File: config.mk
export PLATFORM = sky130hd
export DESIGN_NAME = rtilm_top
export DESIGN_NICKNAME = d
export VERILOG_FILES = /design/src/design/rtilm_pkg.sv /design/src/design/rtilm_desc_addr.sv /design/src/design/rtilm_top.sv
export VERILOG_INCLUDE_DIRS = /design/src /design/src/design
export SDC_FILE = /design/constraint.sdc
export NUM_CORES = 1
export LEC_CHECK = 0
export BUFFER_PORTS_ARGS = -buffer_cell sky130_fd_sc_hd__buf_2
export CORE_AREA = 10 10 176 178
export CTS_BUF_LIST = sky130_fd_sc_hd__clkbuf_4 sky130_fd_sc_hd__clkbuf_8 sky130_fd_sc_hd__clkbuf_16
export CTS_CLUSTER_DIAMETER = 50
export DETAILED_ROUTE_END_ITERATION = 12
export DIE_AREA = 0 0 186 188
export GPL_TIMING_DRIVEN = 0
export HOLD_SLACK_MARGIN = 0.02
export PLACE_DENSITY = 0.57
export SLEW_MARGIN = 20
export SYNTH_ARGS = -nofsm -noshare
export SYNTH_HDL_FRONTEND = slang
export SYNTH_HIERARCHICAL = 1
export SYNTH_SLANG_ARGS = --single-unit
File: constraint.sdc
create_clock -name i_clk -period 2.8 [get_ports i_clk]
set_input_delay 0.42 -clock i_clk [delete_from_list [all_inputs] [get_ports i_clk]]
set_output_delay 0.42 -clock i_clk [all_outputs]
set_load 0.1 [all_outputs]
File: src/design/rtilm_defs.svh
// Purpose: offsets, field positions, reset values for the log block
// Assumes: 16-bit shared RAM addresses, 32-bit Avalon-MM data
// Notes:   included by bare name
`ifndef RTILM_DEFS_SVH
`define RTILM_DEFS_SVH
// Interrupt log ring
`define RTILM_LOG_BASE   8'h40
`define RTILM_CNT_MAX    8'hFF
// Descriptor table and quadrant offsets in words
`define RTILM_TBL_BASE   16'h0200
`define RTILM_Q_RX_SA    16'h0000
`define RTILM_Q_TX_SA    16'h0080
`define RTILM_Q_RX_MC    16'h0100
`define RTILM_Q_TX_MC    16'h0180
// Register word offsets
`define RTILM_R_LOGPTR   3'h0
`define RTILM_R_INTEN    3'h1
`define RTILM_R_CURCW    3'h2
`define RTILM_R_CTRL     3'h3
`define RTILM_R_STAT     3'h4
// Field positions and reset values
`define RTILM_CTRL_SOFTWARE_RESET_BIT  0
`define RTILM_IXEQZ_BIT  7
`define RTILM_CW_PP_BIT  4
`define RTILM_INTEN_RST  16'h0000
`endif

File: src/design/rtilm_pkg.sv
// Purpose: types shared by the log block files
// Assumes: nothing
// Notes:   constants live in rtilm_defs.svh
package rtilm_pkg;
  // Log writer states, one-hot
  typedef enum logic [3:0] {
    RTILM_IDLE = 4'h1,
    RTILM_CW   = 4'h2,
    RTILM_ID   = 4'h4,
    RTILM_SRC  = 4'h8
  } rtilm_state_t;
  // Buffer method from the control word
  typedef enum logic [1:0] {
    RTILM_INDEXED  = 2'h0,
    RTILM_PINGPONG = 2'h1,
    RTILM_CIRC1    = 2'h2,
    RTILM_CIRC2    = 2'h3
  } rtilm_method_t;
endpackage

File: src/design/rtilm_desc_addr.sv
// Purpose: command word to descriptor control word address
// Assumes: table base given as parameter
// Notes:   purely combinational
`timescale 1ns/10ps
`include "rtilm_defs.svh"
module rtilm_desc_addr #(
  parameter logic [15:0] TBL_BASE = `RTILM_TBL_BASE
) (
  input  wire logic [15:0] i_cmd_word,
  output logic      [15:0] o_cw_addr,
  output logic             o_mode,
  output logic      [5:0]  o_word_count
);
  logic [4:0]  sa;
  logic [4:0]  idx;
  logic [15:0] qofs;

  // Field split and mode detect
  assign sa     = i_cmd_word[9:5];
  assign o_mode = (sa == 5'h00) || (sa == 5'h1F);
  // Mode quadrants index by mode code, others by subaddress
  assign idx = o_mode ? i_cmd_word[4:0] : sa;
  // Zero count field means 32 words
  assign o_word_count = (i_cmd_word[4:0] == 5'h00) ? 6'h20 :
                        {1'b0, i_cmd_word[4:0]};

  // Quadrant select by mode and T/R bit
  always_comb begin
    unique case ({o_mode, i_cmd_word[10]})
      2'b00: qofs = `RTILM_Q_RX_SA;
      2'b01: qofs = `RTILM_Q_TX_SA;
      2'b10: qofs = `RTILM_Q_RX_MC;
      2'b11: qofs = `RTILM_Q_TX_MC;
    endcase
  end

  // Control word is word 0 of a 4-word block
  assign o_cw_addr = TBL_BASE + qofs
                     + {9'h000, idx, 2'b00};
endmodule

File: src/design/rtilm_top.sv
// Purpose: interrupt log ring writer and descriptor addressing
// Assumes: single RAM write port with wait; Avalon-MM register slave
// Notes:   master reset is i_rst, software reset is a control bit
// Function
// - Message interrupt source word is its control word address.
// - Hardware interrupt source word is all zeros.
// - Either reset loads pointer byte with ring base.
// - Pointer byte reads even, within base up to last entry slot.
// - Pointer byte shows where the next identification word goes.
// - Identification word at pointer, source next; advance per word.
// - Sixteenth entry ends the ring; pointer wraps to offset zero.
// - Upper byte counts logged events; reading it restarts count.
// - Event count saturates at maximum, never wraps.
// - Descriptor table holds 128 blocks of four words.
// - Subaddress 1-30 uses receive or transmit subaddress quadrant.
// - Subaddress 0 or 31 is a mode command, mode quadrants.
// - Padding blocks for subaddress 0 and 31 are never used.
// - Mode quadrants index by mode code, others by subaddress.
// - Current control word address register holds latest command.
// - Control word is first word; method governs the rest.
// - After processing, control word is written back per method.
// - Indexed method may interrupt when all messages completed.
// - Ping-pong alternates buffers on successive messages.
// - Circular mode 1 may interrupt when buffer is full.
// - Circular mode 2 may interrupt when message count done.
// - Subaddress commands carry 1 to 32 data words.
// - Identification word keeps only occurring interrupt bits.
// - Interrupt type logged only when its enable bit set.
//
// Decided for this implementation: register access over Avalon-MM and the placing of the registers.
`timescale 1ns/10ps
`include "rtilm_defs.svh"
module rtilm_top (
  input  wire logic        i_clk,
  input  wire logic        i_rst,
  input  wire logic [4:0]  i_avs_address,
  input  wire logic        i_avs_read,
  input  wire logic        i_avs_write,
  input  wire logic [31:0] i_avs_writedata,
  input  wire logic [3:0]  i_avs_byteenable,
  output logic      [31:0] o_avs_readdata,
  output logic             o_avs_waitrequest,
  input  wire logic        i_cmd_valid,
  input  wire logic [15:0] i_cmd_word,
  output logic      [5:0]  o_word_count,
  output logic             o_mode_cmd,
  input  wire logic        i_msg_done,
  input  wire logic [7:0]  i_msg_int,
  input  wire logic [1:0]  i_msg_method,
  input  wire logic [15:0] i_msg_cw,
  input  wire logic [7:0]  i_hw_int,
  output logic             o_ram_wr,
  output logic      [15:0] o_ram_addr,
  output logic      [15:0] o_ram_wdata,
  input  wire logic        i_ram_wait,
  output logic             o_busy
);
  rtilm_pkg::rtilm_state_t state_q;
  logic [4:0]  ptr_q;
  logic [7:0]  cnt_q;
  logic [15:0] inten_q;
  logic [15:0] cur_cw_q;
  logic [7:0]  msg_pend_q;
  logic [15:0] msg_src_q;
  logic [7:0]  hw_pend_q;
  logic        cw_pend_q;
  logic [15:0] cw_addr_q;
  logic [15:0] cw_data_q;
  logic        ent_msg_q;
  logic [15:0] ent_src_q;
  logic        ack_q;
  logic        software_reset_bit;
  logic        wr_en;
  logic        rd_clr;
  logic        word_ok;
  logic        ent_done;
  logic        take_cw;
  logic        take_ent;
  logic        take_msg;
  logic [7:0]  msg_new;
  logic [7:0]  hw_new;
  logic [7:0]  ptr_byte;
  logic [4:0]  ptr_nx;
  logic [15:0] dt_addr;
  logic        dt_mode;
  logic [5:0]  dt_wc;
  logic [31:0] rdata;

  // Descriptor address decode of the incoming command
  rtilm_desc_addr u_desc (
    .i_cmd_word   (i_cmd_word),
    .o_cw_addr    (dt_addr),
    .o_mode       (dt_mode),
    .o_word_count (dt_wc)
  );

  // Bus handshake: one wait cycle per access
  assign o_avs_waitrequest = (i_avs_read | i_avs_write) & ~ack_q;
  assign wr_en  = i_avs_write & ack_q;
  assign software_reset_bit   = wr_en && (i_avs_address[4:2] == `RTILM_R_CTRL)
                  && i_avs_byteenable[0]
                  && i_avs_writedata[`RTILM_CTRL_SOFTWARE_RESET_BIT];
  // Count cleared at the capture edge so no event slips by
  assign rd_clr = i_avs_read && !ack_q
                  && (i_avs_address[4:2] == `RTILM_R_LOGPTR);

  // Writer strobes
  assign word_ok  = o_ram_wr & ~i_ram_wait;
  assign ent_done = word_ok && (state_q == rtilm_pkg::RTILM_SRC);
  assign take_cw  = (state_q == rtilm_pkg::RTILM_IDLE) && cw_pend_q;
  assign take_ent = (state_q == rtilm_pkg::RTILM_IDLE) && !cw_pend_q
                    && ((msg_pend_q != 8'h00) || (hw_pend_q != 8'h00));
  assign take_msg = take_ent && (msg_pend_q != 8'h00);
  assign ptr_nx   = ptr_q + 5'h01;
  assign ptr_byte = `RTILM_LOG_BASE + {3'h0, ptr_q[4:1], 1'b0};
  assign o_busy   = (state_q != rtilm_pkg::RTILM_IDLE);

  // Enabled event bits; ping-pong has no end-of-count interrupt
  always_comb begin
    msg_new = 8'h00;
    if (i_msg_done) begin
      msg_new = i_msg_int & inten_q[15:8];
      if (i_msg_method == rtilm_pkg::RTILM_PINGPONG) begin
        msg_new[`RTILM_IXEQZ_BIT] = 1'b0;
      end
    end
  end
  assign hw_new = i_hw_int & inten_q[7:0];

  // Bus acknowledge
  always_ff @(posedge i_clk) begin
    if (i_rst) begin
      ack_q <= 1'b0;
    end else begin
      ack_q <= (i_avs_read | i_avs_write) & ~ack_q;
    end
  end

  // Read mux, unmapped reads return zero
  always_comb begin
    rdata = 32'h0000_0000;
    unique case (i_avs_address[4:2])
      `RTILM_R_LOGPTR: rdata = {16'h0000, cnt_q, ptr_byte};
      `RTILM_R_INTEN:  rdata = {16'h0000, inten_q};
      `RTILM_R_CURCW:  rdata = {16'h0000, cur_cw_q};
      `RTILM_R_STAT:   rdata = {30'h0000_0000, cw_pend_q, o_busy};
      default:         rdata = 32'h0000_0000;
    endcase
  end

  // Read data captured while waitrequest is high
  always_ff @(posedge i_clk) begin
    if (i_rst) begin
      o_avs_readdata <= 32'h0000_0000;
    end else if (i_avs_read && !ack_q) begin
      o_avs_readdata <= rdata;
    end
  end

  // Interrupt enable register, byte lanes 0 and 1
  always_ff @(posedge i_clk) begin
    if (i_rst) begin
      inten_q <= `RTILM_INTEN_RST;
    end else if (wr_en && (i_avs_address[4:2] == `RTILM_R_INTEN)) begin
      if (i_avs_byteenable[0]) begin
        inten_q[7:0] <= i_avs_writedata[7:0];
      end
      if (i_avs_byteenable[1]) begin
        inten_q[15:8] <= i_avs_writedata[15:8];
      end
    end
  end

  // Latest valid command: address and word count
  always_ff @(posedge i_clk) begin
    if (i_rst) begin
      cur_cw_q     <= 16'h0000;
      o_word_count <= 6'h00;
      o_mode_cmd   <= 1'b0;
    end else if (i_cmd_valid) begin
      cur_cw_q     <= dt_addr;
      o_word_count <= dt_wc;
      o_mode_cmd   <= dt_mode;
    end
  end

  // Pending message bits with source; set wins over take
  always_ff @(posedge i_clk) begin
    if (i_rst || software_reset_bit) begin
      msg_pend_q <= 8'h00;
      msg_src_q  <= 16'h0000;
    end else begin
      msg_pend_q <= (take_msg ? 8'h00 : msg_pend_q) | msg_new;
      if (msg_new != 8'h00) begin
        msg_src_q <= cur_cw_q;
      end
    end
  end

  // Pending hardware bits; set wins over take
  always_ff @(posedge i_clk) begin
    if (i_rst || software_reset_bit) begin
      hw_pend_q <= 8'h00;
    end else begin
      hw_pend_q <= ((take_ent && !take_msg) ? 8'h00 : hw_pend_q)
                   | hw_new;
    end
  end

  // Control word write-back request after each message
  always_ff @(posedge i_clk) begin
    if (i_rst || software_reset_bit) begin
      cw_pend_q <= 1'b0;
      cw_addr_q <= 16'h0000;
      cw_data_q <= 16'h0000;
    end else if (i_msg_done) begin
      cw_pend_q <= 1'b1;
      cw_addr_q <= cur_cw_q;
      cw_data_q <= i_msg_cw;
      if (i_msg_method == rtilm_pkg::RTILM_PINGPONG) begin
        cw_data_q[`RTILM_CW_PP_BIT] <= ~i_msg_cw[`RTILM_CW_PP_BIT];
      end
    end else if (take_cw) begin
      cw_pend_q <= 1'b0;
    end
  end

  // Writer state machine
  always_ff @(posedge i_clk) begin
    if (i_rst || software_reset_bit) begin
      state_q <= rtilm_pkg::RTILM_IDLE;
    end else begin
      unique case (state_q)
        rtilm_pkg::RTILM_IDLE: begin
          if (take_cw) begin
            state_q <= rtilm_pkg::RTILM_CW;
          end else if (take_ent) begin
            state_q <= rtilm_pkg::RTILM_ID;
          end
        end
        rtilm_pkg::RTILM_CW: begin
          if (word_ok) begin
            state_q <= rtilm_pkg::RTILM_IDLE;
          end
        end
        rtilm_pkg::RTILM_ID: begin
          if (word_ok) begin
            state_q <= rtilm_pkg::RTILM_SRC;
          end
        end
        rtilm_pkg::RTILM_SRC: begin
          if (word_ok) begin
            state_q <= rtilm_pkg::RTILM_IDLE;
          end
        end
      endcase
    end
  end

  // Entry source: control word address or zero for hardware
  always_ff @(posedge i_clk) begin
    if (i_rst || software_reset_bit) begin
      ent_msg_q <= 1'b0;
      ent_src_q <= 16'h0000;
    end else if (take_ent) begin
      ent_msg_q <= take_msg;
      ent_src_q <= take_msg ? msg_src_q : 16'h0000;
    end
  end

  // RAM write port, held until the RAM stops waiting
  always_ff @(posedge i_clk) begin
    if (i_rst || software_reset_bit) begin
      o_ram_wr    <= 1'b0;
      o_ram_addr  <= 16'h0000;
      o_ram_wdata <= 16'h0000;
    end else if (take_cw) begin
      o_ram_wr    <= 1'b1;
      o_ram_addr  <= cw_addr_q;
      o_ram_wdata <= cw_data_q;
    end else if (take_ent) begin
      o_ram_wr    <= 1'b1;
      o_ram_addr  <= {8'h00, `RTILM_LOG_BASE + {3'h0, ptr_q}};
      o_ram_wdata <= take_msg ? {msg_pend_q, 8'h00}
                              : {8'h00, hw_pend_q};
    end else if (word_ok && (state_q == rtilm_pkg::RTILM_ID)) begin
      o_ram_addr  <= {8'h00, `RTILM_LOG_BASE + {3'h0, ptr_nx}};
      o_ram_wdata <= ent_src_q;
    end else if (word_ok) begin
      o_ram_wr    <= 1'b0;
    end
  end

  // Ring pointer, advanced per logged word, wraps after 32
  always_ff @(posedge i_clk) begin
    if (i_rst || software_reset_bit) begin
      ptr_q <= 5'h00;
    end else if (word_ok && (state_q != rtilm_pkg::RTILM_CW)) begin
      ptr_q <= ptr_nx;
    end
  end

  // Saturating event count, cleared by a read; event wins
  always_ff @(posedge i_clk) begin
    if (i_rst || software_reset_bit) begin
      cnt_q <= 8'h00;
    end else if (rd_clr) begin
      cnt_q <= ent_done ? 8'h01 : 8'h00;
    end else if (ent_done && (cnt_q != `RTILM_CNT_MAX)) begin
      cnt_q <= cnt_q + 8'h01;
    end
  end
endmodule

# Yosys cells after proc, flatten, opt, wreduce, memory -nomap -nowiden
# Cells that the tools add are included.
[word_totals]
in_bits = 98
wordCells = 126
ff_bits = 203
[op_classes]
addsub = 7
n_eq_ne = 20
bitwise = 11
n_mux = 31
reduce_logical = 37
[ops]
columns = ["operator", "n"]
rows = [
  ["16-bit 2-to-1 mux", 8],
  ["16-bit case mux with 4 select lines", 2],
  ["8-bit 2-to-1 mux", 5],
  ["7-bit by 5-bit adder with 8-bit output (first input constant)", 3],
  ["8-bit nonzero test", 3],
  ["10-bit by 16-bit adder with 16-bit output (first input constant)", 1],
  ["16-bit by 7-bit adder with 16-bit output", 1],
  ["8-bit AND", 2],
  ["4-bit 2-to-1 mux", 4],
  ["8-bit bitwise OR", 2],
  ["1-bit logical AND", 15],
  ["4-bit case mux with 3 select lines", 1],
  ["5-bit logical NOT", 2],
  ["1-bit 2-to-1 mux", 9],
  ["8-bit by 1-bit adder with 8-bit output (second input constant)", 1],
  ["8-bit != test (second input constant)", 1],
  ["3-bit by 2-bit equality test with 1-bit output (second input constant)", 2],
  ["6-bit 2-to-1 mux", 1],
  ["3-bit != test (second input constant)", 2],
  ["2-bit AND reduction", 3],
  ["3-bit nonzero test", 2],
  ["5-bit by 1-bit adder with 5-bit output (second input constant)", 1],
  ["5-bit equality test (second input constant)", 1],
  ["5-bit 2-to-1 mux", 1],
  ["22 further kinds", 33],
]

# Longest topological paths before layout
[logic_depth]
word_depth = 8
mapped_depth = 9
ltp_nobuf = 6

# Cells and area by module
# Netlist, hierarchy kept.
[by_module_without_submodules]
columns = ["mod", "area_per_inst_um2", "n_inst", "cells_per_inst"]
rows = [
  ["rtilm_top", 7887.6, 1, 861],
  ["rtilm_desc_addr", 260.2, 1, 48],
]

# Worst setup path after synthesis
# No wires, ideal clock.
[synth_timing]
path_type = "register to register"
startpoint = "register o_ram_wr"
endpoint = "register o_ram_wdata[10]"
t_arrival_ns = 2.248
setup_ns = 0.124
t_required_ns = 2.676
stages_incl_launch_ff = 7
slack_ns = 0.428
period_less_slack_ns = 2.372
path_cell_list = "dfxtp_1 -> or4b_1 -> nor2_2 -> o31ai_1 -> buf_2 -> a221oi_1 -> a21oi_1"
[synth_via]
elab_chain_cells = 3
[synth_lines]
columns = ["element", "line", "source"]
rows = [
  ["start, declared", "rtilm_top.sv:52", "output logic o_ram_wr,"],
  ["start signal, assigned", "rtilm_top.sv:274", "o_ram_wr <= 1'b0;"],
  ["start signal, assigned", "rtilm_top.sv:278", "o_ram_wr <= 1'b1;"],
  ["start signal, assigned", "rtilm_top.sv:282", "o_ram_wr <= 1'b1;"],
  ["1-bit AND", "rtilm_top.sv:108", "assign word_ok = o_ram_wr & ~i_ram_wait;"],
  ["1-bit logical AND", "rtilm_top.sv:286", "end else if (word_ok && (state_q == rtilm_pkg::RTILM_ID)) begin"],
  ["3-bit nonzero test (no line)", "-", ""],
  ["end signal, assigned", "rtilm_top.sv:280", "o_ram_wdata <= cw_data_q;"],
  ["end signal, assigned", "rtilm_top.sv:284", "o_ram_wdata <= take_msg ? {msg_pend_q, 8'h00}"],
  ["end signal, assigned", "rtilm_top.sv:288", "o_ram_wdata <= ent_src_q;"],
  ["end, declared", "rtilm_top.sv:54", "output logic [15:0] o_ram_wdata,"],
]
# No other way between the ends.
# A chain may end at the register's enable or synchronous reset.

# Worst setup path in the final report
[layout_timing]
startpoint = "register state_q[3]"
endpoint = "output o_busy"
[layout_via]
elab_chain_cells = 1
[layout_lines]
columns = ["element", "line", "source"]
rows = [
  ["start, declared", "rtilm_top.sv:58", "rtilm_pkg::rtilm_state_t state_q;"],
  ["start signal, assigned", "rtilm_top.sv:231", "state_q <= rtilm_pkg::RTILM_IDLE;"],
  ["start signal, assigned", "rtilm_top.sv:236", "state_q <= rtilm_pkg::RTILM_CW;"],
  ["start signal, assigned", "rtilm_top.sv:238", "state_q <= rtilm_pkg::RTILM_ID;"],
  ["4-bit by 1-bit != test with 1-bit output", "rtilm_top.sv:116", "assign o_busy = (state_q != rtilm_pkg::RTILM_IDLE);"],
  ["end, declared", "rtilm_top.sv:56", "output logic o_busy"],
]
# No other way between the ends.

==> impl_results.md <==
- Seq pwr share: 41.7%
- Number of max-slew violations in the final report: 0
- Crit path time final: 2.69 ns
- Initial DRC Count: 489
- Max Clock Freq: 0.371 GHz
- Data arrival, critical path: 2.27 ns
- Number of standard cells in the final layout excluding fillers: 1438
- Switching Fraction: 31.0%
- Per-instance average area after synthesis: 8.96 sq um
- Count of vias placed by the detailed router: 7260
- Number of vias per cell: 5.05
- Ranking of synthesized cells by area: sky130_fd_sc_hd__dfxtp_1 46%, sky130_fd_sc_hd__mux2i_1 13%, sky130_fd_sc_hd__nor2_1 8.2%
- Overall fraction of global-route tracks in use: 15.7%
- Remaining number of nets flagged by the antenna check after routing: 0
- Critical path class: reg2out
- Buffering stage count on the worst path with inverters included: 5
- Crit-path max FO: 10
- Cell Chain, Critical Path: clkbuf_1, nor4b_4, inv_2, buf_6, buf_2, buf_4
- Detailed-routing iteration count for the pre-antenna-repair pass: 5
- Clock tree buffer depth: 2
- Number of failing hold endpoints at the final stage: 0
- Leading post-synthesis cells by instance count: 187 x sky130_fd_sc_hd__dfxtp_1, 177 x sky130_fd_sc_hd__nor2_1, 107 x sky130_fd_sc_hd__mux2i_1
- Portion of total power attributed to the clock network: 40.5%
- Initial antenna violation count: 1
- Static power due to leakage: 0.00424 uW
- H-Tree Depth: 4
- Most used flip-flop cell after synthesis: sky130_fd_sc_hd__dfxtp_1
- Starting Density: 29.7%
- Psw: 2100 uW
- Number of distinct standard cells referenced by the synthesized netlist: 63
- Launching element type of the critical path: flip-flop
- Aggregate negative setup slack: 0 ns
- Number of rows created at floorplan: 61
- Cell count of the worst reg-to-reg path: 6
- Count of max-cap constraint violations: 0
- Hold path depth: 3
- Slowest stage delay, CP: 0.45 ns
- Fraction of the yosys area taken by sequential cells: 45.9%
- Post-synth design cell area: 8150 sq um
- Critical path depth: 6
- Post-synthesis sequential element count: 187
- Data required time of the critical path: 2.38 ns
- Most frequently used cell type in the post-synthesis netlist: sky130_fd_sc_hd__dfxtp_1
- RSZ-0062 raised after global routing: false
- Global-route wire length before repair: 42300 um
- Total power divided by cell area: 679 nW/um^2
- Detailed placement HPWL: 21600 um
- Count of yosys warnings during synthesis: 6
- NumNets Final: 1178
- Clock buffer count from CTS: 17
- Routability congestion estimate from global placement: 0.927
- Synth top area share: 45.9%
- Placeable core area: 27500 sq um
- Number of top-level design ports: 172
- Cell-internal power: 4680 uW
- Latest clock arrival within the worst-skew pair: 0.44 ns
- Relative slew slack: 31.8%
- Proportion of register bits with asynchronous set or reset after synthesis: 0%
- Setup violators final: 0
- Post-synthesis cell count: 909
- Outcome: completed
- Critical path's top delay family: buffers and inverters
- Worst Hold Class: in2reg
- Crit. End Element: primary output
- CTS sink count: 187
- Top cell type by total area after synthesis: sky130_fd_sc_hd__dfxtp_1
- Layout overhead on the synthesized area: 22.5%
- Horizontal die dimension: 186 um
- Largest net degree at the start of global routing: 18
- Routed length per instance: 19.3 um
- CTS hold repair buffers: 0
- Total length of routed wires: 27700 um
- GRT overflow: 0
- Die area: 35000 sq um
- Number of remaining DRC errors: 0
- Transition at the pin with the smallest max-transition slack: 1.01 ns
- Filler cell count: 2871
- Via count of the first global-routing pass: 7236
- Worst clock skew: 0.00812 ns
- Number of enable flip-flop cells after synthesis: 0
- CTS clk-pin slew, worst paths: 0.07 ns
- TritonCTS clock tree: built
- Number of placed instances, taps included: 1403
- Combinational fraction of design power: 17.8%
- Root buffer selected by CTS: sky130_fd_sc_hd__clkbuf_16
- Chip height: 188 um
- Fin crit share: 96.2%
- Count of buffers inserted at the top-level ports: 126
- Largest vdd supply drop: 0.000332 V
- Proportion of layout cells with a drive suffix above 1: 19.1%
- Critical-path cell with the highest stage delay: sky130_fd_sc_hd__clkbuf_1
-- stage by stage --
| step | area [sq um] | setup slack [ns] | util, % | hold WS, ns | total power (uW) |
|---|---|---|---|---|---|
| 3_3_place_gp | 9290 | 0.164 | 33.8 | 0.443 | 4070 |
| 3_5_place_dp | 9290 | 0.206 | 33.8 | 0.448 | 4070 |
| 5_1_grt | 9980 | 0.0193 | 36.3 | 0.205 | 7030 |
| 4_1_cts | 9970 | 0.0487 | 36.3 | 0.198 | 6820 |
| 2_1_floorplan | 8230 | 0.428 | - | 0.455 | 3750 |
| 6_report | 9980 | 0.107 | 36.3 | 0.207 | 6780 |
-- timing repair --
action                     4_1_cts  5_1_grt
pin swaps                        0        1
setup endpoints to repair        1        1
resized for setup                1        0
setup buffers                    0        2
-- path summary, 6_finish.rpt --
kind,start,endpoint,slack [ns]
hold / removal,i_msg_cw[1],cw_data_q[1],0.21
setup / recovery,state_q[3],o_busy,0.11
hold reg to reg,o_ram_wdata[2],o_ram_wdata[2],0.45
setup reg to reg,state_q[1],cnt_q[5],0.25
-- cell type report --
class                   instances  area, sq um  share of cell area, %
plain buffers                  94          474                   4.75
inverters                      19         71.3                  0.714
well taps                     346          433                   4.34
flip-flops and latches        187         3740                   37.5
clock buffers                  18          439                   4.40
diodes                          1         2.50                 0.0251
repair buffers                128          648                   6.49
clock inverters                14          231                   2.32
multi-input cells             631         3940                   39.5
-- routing by layer --
metal / vias up / part of all wire [%] / GRT usage, %
li1: 3534 / - / -
met1: 3475 / 43 / 19.2
met2: 207 / 48 / 25.9
met3: 42 / 6.4 / 4.37
met4: 2 / 2.3 / 5.15
met5: - / 0.047 / 0
-- kinds of logic (layout without fill, tap and decap cells) --
| group | after synthesis | in the layout | share of synthesized area, % |
|---|---|---|---|
| AO/OA/AOI/OAI | 193 | 193 | 16.7 |
| XOR/XNOR | 14 | 14 | 1.50 |
| adder cells (fa/ha/maj) | 2 | 2 | 0.307 |
| buffers and inverters | 113 | 273 | 6.70 |
| flip-flops | 187 | 187 | 45.9 |
| multiplexers | 107 | 107 | 13.1 |
| other | 3 | 26 | 0.138 |
| AND/OR/NAND/NOR | 290 | 290 | 15.5 |
-- power by group through the flow --
| stage | Combinational, uW | Sequential [uW] | Clock (uW) |
|---|---|---|---|
| floorplan | 629 | 3120 | 0 |
| global placement | 1180 | 2890 | 0 |
| detailed placement | 1180 | 2890 | 0 |
| CTS | 1190 | 2830 | 2800 |
| global route | 1280 | 2840 | 2910 |
| finish | 1210 | 2830 | 2750 |
-- placed cells by master, fill, tap and decap left out, types with 2 or more instances in the layout --
cell                        instances
sky130_fd_sc_hd__dfxtp_1          187
sky130_fd_sc_hd__nor2_1           177
sky130_fd_sc_hd__buf_2            136
sky130_fd_sc_hd__mux2i_1          107
sky130_fd_sc_hd__a22oi_1           52
sky130_fd_sc_hd__clkbuf_1          48
sky130_fd_sc_hd__nand2_1           45
sky130_fd_sc_hd__o21ai_0           29
sky130_fd_sc_hd__a21oi_1           29
sky130_fd_sc_hd__buf_4             28
sky130_fd_sc_hd__conb_1            25
sky130_fd_sc_hd__o211ai_1          19
sky130_fd_sc_hd__inv_1             18
sky130_fd_sc_hd__clkbuf_16         17
sky130_fd_sc_hd__nor3_1            15
sky130_fd_sc_hd__nand3_1           12
sky130_fd_sc_hd__nand4_1           11
sky130_fd_sc_hd__xnor2_1           10
sky130_fd_sc_hd__a221oi_1           9
sky130_fd_sc_hd__a22o_1             9
sky130_fd_sc_hd__buf_1              8
sky130_fd_sc_hd__o22ai_1            8
sky130_fd_sc_hd__nor4_1             7
sky130_fd_sc_hd__a32oi_1            7
sky130_fd_sc_hd__a31oi_1            6
sky130_fd_sc_hd__nor2b_1            5
sky130_fd_sc_hd__bufinv_16          5
sky130_fd_sc_hd__nand2b_1           4
sky130_fd_sc_hd__xor2_1             4
sky130_fd_sc_hd__o31ai_1            3
sky130_fd_sc_hd__o2111ai_1          3
sky130_fd_sc_hd__clkinv_4           3
sky130_fd_sc_hd__inv_8              3
sky130_fd_sc_hd__o221a_2            2
sky130_fd_sc_hd__nor4b_1            2
sky130_fd_sc_hd__a211oi_1           2
sky130_fd_sc_hd__ha_1               2
-- registers in the layout (all words and copies together), names as in the netlist, 4 cells and up --
signal / count
ent_src_q: 16
cnt_q: 8
cw_data_q: 16
o_word_count: 6
state_q: 4
o_avs_readdata: 16
o_ram_addr: 16
hw_pend_q: 8
ptr_q: 5
msg_pend_q: 8
cw_addr_q: 16
msg_src_q: 16
inten_q: 16
cur_cw_q: 16
o_ram_wdata: 16
-- tightest hold or removal path, cell delays in order --
cell and delay, ns:
sky130_fd_sc_hd__buf_2 0.07, sky130_fd_sc_hd__mux2i_1 0.05, sky130_fd_sc_hd__nor2_1 0.07
No activity file was read; power rests on OpenSTA's default activity.
